File: src/hw/pwm_pkg.sv
// constants, field layouts and carriers for the enhanced pwm generator
// assumes one clock at the oscillator rate and a classic wishbone master
// Overview of operation
// - duty held in shadow plus two-bit latch
// - clear pin when shadow equals extended timer
// - duty beyond period never clears pin
// - resolution is log2 of fosc over fpwm
// - prescaler divides by one, four or sixteen
// - only first unit supports auto-shutdown
// - up to four outputs, single output compatible
// - output mode steers pins, module mode sets polarity
// - control copies load at period boundary
// - dead-band loads at first duty/period boundary
// - enhanced output lags by one instruction cycle
// - period is (limit+1)*4*tosc*prescale
// - timer clears after matching period limit
// - boundary sets pin unless duty zero
// - boundary copies duty into shadow register
// - postscaler never changes pwm frequency
package pwm_pkg;

  // ****************************************
  // timing
  // ****************************************
  localparam int unsigned TOSC_PER_TCY = 4; // oscillator periods per instruction cycle
  localparam logic [1:0] TCY_LAST = 2'(TOSC_PER_TCY - 1);
  localparam int unsigned LAG_STAGES = TOSC_PER_TCY;

  // ****************************************
  // register offsets (byte addresses)
  // ****************************************
  localparam logic [7:0] OFS_PERIOD_LIMIT = 8'h00;
  localparam logic [7:0] OFS_DUTY_SETTING = 8'h04;
  localparam logic [7:0] OFS_UNIT_CONTROL = 8'h08;
  localparam logic [7:0] OFS_TIMER_CONTROL = 8'h0C;
  localparam logic [7:0] OFS_DEADBAND = 8'h10;
  localparam logic [7:0] OFS_STATUS = 8'h14;
  localparam logic [7:0] OFS_DUTY_SHADOW = 8'h18;

  // ****************************************
  // reset values
  // ****************************************
  localparam logic [7:0] RST_PERIOD_LIMIT = 8'hFF;
  localparam logic [7:0] RST_DUTY_SETTING = 8'h00;
  localparam logic [7:0] RST_UNIT_CONTROL = 8'h00;
  localparam logic [6:0] RST_TIMER_CONTROL = 7'h00;
  localparam logic [6:0] RST_DEADBAND = 7'h00;

  // ****************************************
  // field positions
  // ****************************************
  localparam int unsigned STAT_COUNT_POS = 0;  // timer count, 8 bits
  localparam int unsigned STAT_PINS_POS = 8;   // pin levels a..d, 4 bits
  localparam int unsigned STAT_RAW_POS = 12;   // unlagged pwm level
  localparam int unsigned STAT_UPD_POS = 16;   // postscaled update count, 8 bits

  // prescale select codes
  localparam logic [1:0] PRESC_1 = 2'h0;
  localparam logic [1:0] PRESC_4 = 2'h1;
  localparam logic [1:0] PRESC_16 = 2'h2;

  // output configuration codes
  localparam logic [1:0] CFG_SINGLE = 2'h0;
  localparam logic [1:0] CFG_FULL_FWD = 2'h1;
  localparam logic [1:0] CFG_HALF = 2'h2;
  localparam logic [1:0] CFG_FULL_REV = 2'h3;
  localparam logic [1:0] MODE_PWM = 2'h3; // upper bits of module mode

  // compare unit control word, bit 7 down to 0
  typedef struct packed {
    logic [1:0] output_config_select;
    logic [1:0] duty_low;
    logic [3:0] module_mode_select;
  } unit_control_t;

  // period timer control word, bit 6 down to 0
  typedef struct packed {
    logic [3:0] postscale;
    logic timer_on;
    logic [1:0] prescale_sel;
  } timer_control_t;

endpackage : pwm_pkg

File: src/hw/pwm_timebase.sv
// instruction-cycle divider, period timer prescaler and fine count
// assumes the clock is the oscillator and ce_in gates every edge
`timescale 1ns/100ps
module pwm_timebase
(
  // clock and reset
  input wire logic clk_in,
  input wire logic rst_in,
  input wire logic ce_in,
  // control
  input wire logic timer_on_in,
  input wire logic [1:0] prescale_sel_in,
  // timing outputs
  output logic inc_tick_out,
  output logic [1:0] fine_out
);

  logic [1:0] q_reg; // quadrature phase within instruction cycle
  logic [1:0] q_next;
  logic [3:0] presc_reg; // prescaler count
  logic [3:0] presc_next;
  logic tcy_tick; // last phase of an instruction cycle
  logic presc_wrap; // prescaler at its last count

  // next values of divider and prescaler
  always_comb
  begin
    tcy_tick = (q_reg == pwm_pkg::TCY_LAST);
    q_next = q_reg + 2'h1;
    case (prescale_sel_in)
      pwm_pkg::PRESC_1: presc_wrap = 1'b1;
      pwm_pkg::PRESC_4: presc_wrap = (presc_reg[1:0] == 2'h3);
      default: presc_wrap = (presc_reg == 4'hF);
    endcase
    presc_next = presc_reg;
    if (!timer_on_in)
    begin
      presc_next = 4'h0; // stopped timer restarts from a clean count
    end
    else if (tcy_tick)
    begin
      presc_next = presc_wrap ? 4'h0 : presc_reg + 4'h1;
    end
    inc_tick_out = timer_on_in & tcy_tick & presc_wrap;
    // low two bits of the extended compare value
    case (prescale_sel_in)
      pwm_pkg::PRESC_1: fine_out = q_reg;
      pwm_pkg::PRESC_4: fine_out = presc_reg[1:0];
      default: fine_out = presc_reg[3:2];
    endcase
  end

  // register divider state
  always_ff @(posedge clk_in or posedge rst_in)
  begin
    if (rst_in)
    begin
      q_reg <= 2'h0;
      presc_reg <= 4'h0;
    end
    else if (ce_in)
    begin
      q_reg <= q_next;
      presc_reg <= presc_next;
    end
  end

endmodule : pwm_timebase

File: src/hw/pwm_pin_stage.sv
// one output pin: rising-edge dead band, polarity and enable
// assumes raw level and controls are synchronous to clk_in
`timescale 1ns/100ps
module pwm_pin_stage
(
  // clock and reset
  input wire logic clk_in,
  input wire logic rst_in,
  input wire logic ce_in,
  // controls
  input wire logic raw_in,
  input wire logic [6:0] delay_in,
  input wire logic invert_in,
  input wire logic enable_in,
  input wire logic shutdown_in,
  // pin level
  output logic pin_out
);

  logic [6:0] db_reg; // dead-band countdown
  logic [6:0] db_next;
  logic raw_d_reg; // previous raw level, finds rising edges
  logic pin_reg;
  logic pin_next;
  logic active;

  // next dead-band count and pin level
  always_comb
  begin
    db_next = db_reg;
    if (raw_in && !raw_d_reg)
    begin
      db_next = delay_in; // hold off the active edge
    end
    else if (db_reg != 7'h00)
    begin
      db_next = db_reg - 7'h01;
    end
    active = raw_in & (db_next == 7'h00) & ~shutdown_in;
    if (!enable_in)
    begin
      pin_next = 1'b0; // not a pwm pin
    end
    else
    begin
      pin_next = active ^ invert_in;
    end
  end

  // register stage state
  always_ff @(posedge clk_in or posedge rst_in)
  begin
    if (rst_in)
    begin
      db_reg <= 7'h00;
      raw_d_reg <= 1'b0;
      pin_reg <= 1'b0;
    end
    else if (ce_in)
    begin
      db_reg <= db_next;
      raw_d_reg <= raw_in;
      pin_reg <= pin_next;
    end
  end

  assign pin_out = pin_reg;

endmodule : pwm_pin_stage

File: src/hw/enhanced_pwm_generator.sv
// enhanced pwm generator: wishbone registers, period timer, duty compare,
// output steering over four pins
// assumes a classic wishbone master on the same clock as the oscillator
`timescale 1ns/100ps
module enhanced_pwm_generator
(
  // clock, enable and reset
  input wire logic ref_clk_in,
  input wire logic rst_in,
  input wire logic ce_in,
  // wishbone slave
  input wire logic wb_cyc_in,
  input wire logic wb_stb_in,
  input wire logic wb_we_in,
  input wire logic [7:0] wb_adr_in,
  input wire logic [3:0] wb_sel_in,
  input wire logic [31:0] wb_dat_in,
  output logic wb_ack_out,
  output logic [31:0] wb_dat_out,
  // fault input, forces pins inactive
  input wire logic shutdown_in,
  // pwm pins
  output logic pwm_out_a,
  output logic pwm_out_b,
  output logic pwm_out_c,
  output logic pwm_out_d
);

  // ****************************************
  // declarations
  // ****************************************
  // software-visible registers
  logic [7:0] period_limit_reg;
  logic [7:0] period_limit_next;
  logic [7:0] duty_setting_reg; // upper eight duty bits
  logic [7:0] duty_setting_next;
  pwm_pkg::unit_control_t ctl_reg; // compare_unit_control
  pwm_pkg::unit_control_t ctl_next;
  pwm_pkg::timer_control_t tcon_reg; // period_timer_control
  pwm_pkg::timer_control_t tcon_next;
  logic [6:0] deadband_delay_reg;
  logic [6:0] deadband_delay_next;
  logic ack_reg;
  logic ack_next;
  logic [31:0] rdat_reg;
  logic [31:0] rdat_next;
  // pwm core state
  logic [7:0] period_timer_count_reg;
  logic [7:0] period_timer_count_next;
  logic [9:0] duty_shadow_reg; // shadow with two-bit latch
  logic [9:0] duty_shadow_next;
  pwm_pkg::unit_control_t ctl_active_reg; // copy used by steering
  pwm_pkg::unit_control_t ctl_active_next;
  logic [6:0] db_active_reg; // dead band in use
  logic [6:0] db_active_next;
  logic db_pending_reg; // dead band written, not yet loaded
  logic db_pending_next;
  logic pwm_raw_reg;
  logic pwm_raw_next;
  logic [pwm_pkg::LAG_STAGES-1:0] lag_reg; // one instruction cycle of delay
  logic [pwm_pkg::LAG_STAGES-1:0] lag_next;
  logic [3:0] post_cnt_reg; // postscaler
  logic [3:0] post_cnt_next;
  logic [7:0] upd_cnt_reg; // slow update events
  logic [7:0] upd_cnt_next;
  // combinational helpers
  logic take; // new bus request
  logic wr_en;
  logic inc_tick;
  logic [1:0] fine;
  logic boundary; // period boundary this cycle
  logic duty_match;
  logic pwm_on;
  logic lagged;
  logic [3:0] raw_pins;
  logic [3:0] inv_pins;
  logic [3:0] en_pins;
  logic [3:0] dbe_pins;
  logic [3:0] pins;

  // ****************************************
  // wishbone register file
  // ****************************************
  assign take = wb_cyc_in & wb_stb_in & ~ack_reg;
  assign wr_en = take & wb_we_in & wb_sel_in[0];

  // next register values and read data
  always_comb
  begin
    period_limit_next = period_limit_reg;
    duty_setting_next = duty_setting_reg;
    ctl_next = ctl_reg;
    tcon_next = tcon_reg;
    deadband_delay_next = deadband_delay_reg;
    ack_next = take; // answer one cycle after the request
    rdat_next = rdat_reg;
    // writes land only in lane 0
    if (wr_en)
    begin
      case (wb_adr_in)
        pwm_pkg::OFS_PERIOD_LIMIT: period_limit_next = wb_dat_in[7:0];
        pwm_pkg::OFS_DUTY_SETTING: duty_setting_next = wb_dat_in[7:0];
        pwm_pkg::OFS_UNIT_CONTROL: ctl_next = pwm_pkg::unit_control_t'(wb_dat_in[7:0]);
        pwm_pkg::OFS_TIMER_CONTROL: tcon_next = pwm_pkg::timer_control_t'(wb_dat_in[6:0]);
        pwm_pkg::OFS_DEADBAND: deadband_delay_next = wb_dat_in[6:0];
        default: ; // read-only or unmapped: ignored
      endcase
    end
    // read data, unmapped reads zero
    if (take)
    begin
      rdat_next = 32'h0000_0000;
      case (wb_adr_in)
        pwm_pkg::OFS_PERIOD_LIMIT: rdat_next[7:0] = period_limit_reg;
        pwm_pkg::OFS_DUTY_SETTING: rdat_next[7:0] = duty_setting_reg;
        pwm_pkg::OFS_UNIT_CONTROL: rdat_next[7:0] = ctl_reg;
        pwm_pkg::OFS_TIMER_CONTROL: rdat_next[6:0] = tcon_reg;
        pwm_pkg::OFS_DEADBAND: rdat_next[6:0] = deadband_delay_reg;
        pwm_pkg::OFS_STATUS:
        begin
          rdat_next[pwm_pkg::STAT_COUNT_POS +: 8] = period_timer_count_reg;
          rdat_next[pwm_pkg::STAT_PINS_POS +: 4] = pins;
          rdat_next[pwm_pkg::STAT_RAW_POS] = pwm_raw_reg;
          rdat_next[pwm_pkg::STAT_UPD_POS +: 8] = upd_cnt_reg;
        end
        pwm_pkg::OFS_DUTY_SHADOW: rdat_next[9:0] = duty_shadow_reg;
        default: rdat_next = 32'h0000_0000;
      endcase
    end
  end

  // register the software-visible state
  always_ff @(posedge ref_clk_in or posedge rst_in)
  begin
    if (rst_in)
    begin
      period_limit_reg <= pwm_pkg::RST_PERIOD_LIMIT;
      duty_setting_reg <= pwm_pkg::RST_DUTY_SETTING;
      ctl_reg <= pwm_pkg::unit_control_t'(pwm_pkg::RST_UNIT_CONTROL);
      tcon_reg <= pwm_pkg::timer_control_t'(pwm_pkg::RST_TIMER_CONTROL);
      deadband_delay_reg <= pwm_pkg::RST_DEADBAND;
      ack_reg <= 1'b0;
      rdat_reg <= 32'h0000_0000;
    end
    else if (ce_in)
    begin
      period_limit_reg <= period_limit_next;
      duty_setting_reg <= duty_setting_next;
      ctl_reg <= ctl_next;
      tcon_reg <= tcon_next;
      deadband_delay_reg <= deadband_delay_next;
      ack_reg <= ack_next;
      rdat_reg <= rdat_next;
    end
  end

  assign wb_ack_out = ack_reg;
  assign wb_dat_out = rdat_reg;

  // ****************************************
  // time base
  // ****************************************
  // divider, prescaler and fine count
  pwm_timebase u_timebase
  (
    .clk_in(ref_clk_in),
    .rst_in(rst_in),
    .ce_in(ce_in),
    .timer_on_in(tcon_reg.timer_on),
    .prescale_sel_in(tcon_reg.prescale_sel),
    .inc_tick_out(inc_tick),
    .fine_out(fine)
  );

  // ****************************************
  // period timer, compare and buffering
  // ****************************************
  // timer wraps on the increment after it equals the limit
  assign boundary = inc_tick & (period_timer_count_reg == period_limit_reg);
  // ten-bit compare gives log2(fosc/fpwm) bits at best
  assign duty_match = ({period_timer_count_reg, fine} == duty_shadow_reg);
  assign pwm_on = (ctl_active_reg.module_mode_select[3:2] == pwm_pkg::MODE_PWM);

  // next timer, shadow, active copies and raw level
  always_comb
  begin
    period_timer_count_next = period_timer_count_reg;
    duty_shadow_next = duty_shadow_reg;
    ctl_active_next = ctl_active_reg;
    db_active_next = db_active_reg;
    db_pending_next = db_pending_reg | (wr_en & (wb_adr_in == pwm_pkg::OFS_DEADBAND));
    pwm_raw_next = pwm_raw_reg;
    post_cnt_next = post_cnt_reg;
    upd_cnt_next = upd_cnt_reg;
    if (boundary)
    begin
      period_timer_count_next = 8'h00;
      duty_shadow_next = {duty_setting_reg, ctl_reg.duty_low};
      ctl_active_next = ctl_reg;
      // zero duty keeps the pin low
      pwm_raw_next = ({duty_setting_reg, ctl_reg.duty_low} != 10'h000);
      // postscaler only paces update events
      if (post_cnt_reg == tcon_reg.postscale)
      begin
        post_cnt_next = 4'h0;
        upd_cnt_next = upd_cnt_reg + 8'h01;
      end
      else
      begin
        post_cnt_next = post_cnt_reg + 4'h1;
      end
    end
    else
    begin
      if (inc_tick)
      begin
        period_timer_count_next = period_timer_count_reg + 8'h01;
      end
      // a duty past the limit never matches
      if (duty_match)
      begin
        pwm_raw_next = 1'b0;
      end
    end
    // dead band loads at whichever boundary comes first
    if (db_pending_reg && (boundary || (duty_match && pwm_raw_reg)))
    begin
      db_active_next = deadband_delay_reg;
      // a write landing on the load cycle stays pending, so the newer value is not lost
      db_pending_next = wr_en & (wb_adr_in == pwm_pkg::OFS_DEADBAND);
    end
    // buffered output trails by one instruction cycle
    lag_next = {lag_reg[pwm_pkg::LAG_STAGES-2:0], pwm_raw_reg};
  end

  // register the pwm core
  always_ff @(posedge ref_clk_in or posedge rst_in)
  begin
    if (rst_in)
    begin
      period_timer_count_reg <= 8'h00;
      duty_shadow_reg <= 10'h000;
      ctl_active_reg <= pwm_pkg::unit_control_t'(pwm_pkg::RST_UNIT_CONTROL);
      db_active_reg <= pwm_pkg::RST_DEADBAND;
      db_pending_reg <= 1'b0;
      pwm_raw_reg <= 1'b0;
      lag_reg <= '0;
      post_cnt_reg <= 4'h0;
      upd_cnt_reg <= 8'h00;
    end
    else if (ce_in)
    begin
      period_timer_count_reg <= period_timer_count_next;
      duty_shadow_reg <= duty_shadow_next;
      ctl_active_reg <= ctl_active_next;
      db_active_reg <= db_active_next;
      db_pending_reg <= db_pending_next;
      pwm_raw_reg <= pwm_raw_next;
      lag_reg <= lag_next;
      post_cnt_reg <= post_cnt_next;
      upd_cnt_reg <= upd_cnt_next;
    end
  end

  // ****************************************
  // output steering and polarity
  // ****************************************
  assign lagged = lag_reg[pwm_pkg::LAG_STAGES-1];

  // levels, polarity and enables per pin
  always_comb
  begin
    raw_pins = 4'h0;
    en_pins = 4'h0;
    dbe_pins = 4'h0;
    case (ctl_active_reg.output_config_select)
      pwm_pkg::CFG_SINGLE:
      begin
        raw_pins = {3'h0, lagged}; // a only, standard behaviour
        en_pins = 4'h1;
      end
      pwm_pkg::CFG_FULL_FWD:
      begin
        raw_pins = {lagged, 2'h0, 1'b1}; // a active, d modulated
        en_pins = 4'hF;
      end
      pwm_pkg::CFG_HALF:
      begin
        raw_pins = {2'h0, ~lagged, lagged}; // complementary a and b
        en_pins = 4'h3;
        dbe_pins = 4'h3;
      end
      pwm_pkg::CFG_FULL_REV:
      begin
        raw_pins = {1'b0, 1'b1, lagged, 1'b0}; // c active, b modulated
        en_pins = 4'hF;
      end
      default:
      begin
        raw_pins = 4'h0;
      end
    endcase
    if (!pwm_on)
    begin
      en_pins = 4'h0;
    end
    // bit 1 inverts a and c, bit 0 inverts b and d
    inv_pins = {ctl_active_reg.module_mode_select[0], ctl_active_reg.module_mode_select[1],
                ctl_active_reg.module_mode_select[0], ctl_active_reg.module_mode_select[1]};
  end

  // one pin stage per output
  genvar gi;
  generate
    for (gi = 0; gi < 4; gi = gi + 1)
    begin : g_pin
      pwm_pin_stage u_pin
      (
        .clk_in(ref_clk_in),
        .rst_in(rst_in),
        .ce_in(ce_in),
        .raw_in(raw_pins[gi]),
        .delay_in(dbe_pins[gi] ? db_active_reg : 7'h00),
        .invert_in(inv_pins[gi]),
        .enable_in(en_pins[gi]),
        .shutdown_in(shutdown_in),
        .pin_out(pins[gi])
      );
    end
  endgenerate

  assign pwm_out_a = pins[0];
  assign pwm_out_b = pins[1];
  assign pwm_out_c = pins[2];
  assign pwm_out_d = pins[3];

endmodule : enhanced_pwm_generator

File: config.mk
export PLATFORM = sky130hd
export DESIGN_NAME = enhanced_pwm_generator
export DESIGN_NICKNAME = d
export VERILOG_FILES = /design/src/hw/pwm_pkg.sv /design/src/hw/pwm_timebase.sv /design/src/hw/pwm_pin_stage.sv /design/src/hw/enhanced_pwm_generator.sv
export SDC_FILE = /design/constraint.sdc
export NUM_CORES = 1
export LEC_CHECK = 0
export ABC_AREA = 1
export ABC_CLOCK_PERIOD_IN_PS = 6500
export BUFFER_PORTS_ARGS = -buffer_cell sky130_fd_sc_hd__buf_2
export CORE_MARGIN = 10
export CORE_UTILIZATION = 25
export CTS_BUF_LIST = sky130_fd_sc_hd__clkbuf_8
export DETAILED_ROUTE_END_ITERATION = 6
export GPL_TIMING_DRIVEN = 0
export HOLD_SLACK_MARGIN = 0.15
export PLACE_DENSITY = 0.41
export SYNTH_ARGS = -nofsm -noshare
export SYNTH_HDL_FRONTEND = slang
export SYNTH_SLANG_ARGS = --single-unit
File: constraint.sdc
create_clock -name ref_clk_in -period 6.5 [get_ports ref_clk_in]
set_clock_uncertainty 0.1 [all_clocks]
set_input_delay 0.65 -clock ref_clk_in [delete_from_list [all_inputs] [get_ports ref_clk_in]]
set_output_delay 0.65 -clock ref_clk_in [all_outputs]
set_load 0.02 [all_outputs]
==> flow_summary.ini <==
[worst_setup_path]
endpoint_kind = flip-flop
start_kind = input port
slowest_delay_ps = 500
slowest_stage = nor3_2
cp.required_ps = 6800
crit_fanout = 9
arrival_ps = 2670
path_cells = buf_2 > nor2_1 > inv_1 > nor3_2 > nand2_1 > o22ai_1 > a21oi_1 > nand3_1 > nand2_1 > nand2_1
path_class = input port to flip-flop
path_common_cell = nand2_1

[logic_synthesis]
synthDominantAreaCellType = dfrtp_1
yosys-top-cells-count = nand2_1, dfrtp_1, inv_1
ys_seq_elements = 151
synth_area_per_cell_um2 = 7.72
yosysUniqueCellTypes = 45
synth.top_cell.area_share = 0.435
synth_edf_count = 0
netlist_area_mm2 = 0.00822
synth.most_common_cell = nand2_1
synthArstFlopShare = 1.00
yosysWarnings = 0
synthTopCellsByArea = dfrtp_1, nand2_1, o21ai_0, inv_1, nand3_1
synth_ff_type = dfrtp_1
netlist_instances = 1065
yosysSeqAreaShare = 0.461

[grt]
antenna_found_initial = 0
overflow = 0
grt_pass1_wl_mm = 41.7
grt_pass1_vias = 7058
grt_usage = 0.131
grt_max_degree = 106

[cts]
clock_latency_ps = 470
cts_setup_buffers = 0
ctsResizeCount = 0
tritoncts = yes
holdBufCountCts = 1
cts_buffer_depth = 2
htreeDepth = 4
numCtsBuffers = 17
clockRootBuffer = clkbuf_8
cts.sink_count = 151
clk_pin_slew_ps = 90

[pwr]
swShare = 0.361
p_clk_frac = 0.285
p_leak_nw = 4.54
p_comb_frac = 0.275
internal_power_mw = 1.63
peakVddDrop_mv = 0.121
power_frac_seq = 0.439
switching_power_mw = 0.918
power.density_mw_per_mm2 = 268

[place]
dp.cells = 1567
io_buffer_count = 49
dp_hpwl_mm = 19.6
placed_cell_area_mm2 = 0.00909
routabilityCongestion = 0.890

[timing]
slew_viol_final = 0
setup_viol = 0
final_hold_viol_count = 0
grt_setup_unrepaired = no
fmax_mhz = 422
period_minus_slack_ps = 2370
finalCritPeriodShare = 0.364
relSlewSlack = 0.420
worst_pin_slew_ps = 863

[routing]
ant_nets = 0
vias = 7069
vias_per_cell = 4.42
remaining_drc_errors = 0
drtIter0Drc = 436
dr.pass1.iters = 5
wire_per_inst_um = 16.1
drt-total-wl_mm = 25.8

[finish]
antennaDiodeCount = 0
areaGrowthSynthToFinish_pct = 15.3
fin_cells = 1600
final_util = 0.291
fin_nets = 1209
largest_reg_flops = 28
fin_area_mm2 = 0.00948
drive_gt1_frac = 0.126

[floorplanning]
initial_core_util = 0.253
die-area_mm2 = 0.0406
io_pins = 88
num_rows = 66
core_mm2 = 0.0325
die_width_um = 201
die_h_um = 201

[status]
outcome = finished, final reports clean

[worst_hold_path]
hp-class = flip-flop to flip-flop

[job]
cap_violations = 0
logic make-up after synthesis:
logic type / after synthesis / share of synthesized area
AND/OR/NAND/NOR: 549 / 0.297
adder cells (fa/ha/maj): 13 / 0.0198
other: 1 / 0.000456
XOR/XNOR: 35 / 0.0373
buffers and inverters: 159 / 0.0793
multiplexers: 1 / 0.00137
flip-flops: 151 / 0.461
AO/OA/AOI/OAI: 156 / 0.105
per-stage QoR:
stage,TNS [ps],worst slack [ps],hold slack [ps],power (mW)
2_1_floorplan,0,1700,342,1.66
3_3_place_gp,-94930,-682,362,1.84
3_5_place_dp,0,3690,364,1.84
4_1_cts,0,4200,384,2.59
5_1_grt,0,3970,399,2.74
6_report,0,4130,384,2.55
cells in the final DEF (no fill, tap or decap), types with 15 or more instances in the layout:
master    netlist  layout
nand2_1       336     336
dfrtp_1       143     143
inv_1         119     124
o21ai_0       101     101
nand3_1        74      74
nor2_1         73      73
buf_2           7      56
xor2_1         28      28
nand4_1        20      20
clkbuf_8        0      19
o21ai_1        15      15
power groups by stage:
stage | logic [mW] | clock network (mW) | registers [mW]
2_1_floorplan | 0.545 | 0 | 1.12
3_3_place_gp | 0.706 | 0 | 1.14
3_5_place_dp | 0.709 | 0 | 1.14
4_1_cts | 0.711 | 0.758 | 1.12
5_1_grt | 0.818 | 0.791 | 1.14
6_report | 0.701 | 0.726 | 1.12
cell type report:
cell class | instances | area (um2)
fillers | 3633 | 23100
well taps | 442 | 553
multi-input cells | 765 | 3820
clock buffers | 19 | 262
repair buffers | 51 | 283
flip-flops and latches | 151 | 3790
plain buffers | 35 | 186
clock inverters | 13 | 118
inverters | 124 | 473
per-layer routing:
layer / global-route usage / up-vias / part of all wire
met3: 0.0280 / 13 / 0.047
met4: 0.0330 / 0 / 0.010
met1: 0.187 / 3342 / 0.51
li1: - / 3584 / -
met2: 0.194 / 130 / 0.43
met5: 0 / - / 0
critical path, delay by kind of cell:
family	cells	cell delay [ps]
simple gates	6	1400
compound gates	2	410
buf+inv	2	220
final timing paths:
check / start / endpoint / slack [ps] / cells past startpoint
max: wb_adr_in[1] / wb_dat_out[0] / 4130 / 10
min: wb_dat_out[3] / wb_dat_out[3] / 380 / 2
min reg2reg: wb_dat_out[3] / wb_dat_out[3] / 380 / 2
max in group asynchronous: rst_in / deadband_delay_reg[6] / 4780 / 4
min in group asynchronous: rst_in / wb_dat_out[21] / 650 / 3
max reg2reg: wb_ack_out / wb_dat_out[3] / 4280 / 7
Power figures use the tool's default switching activity.
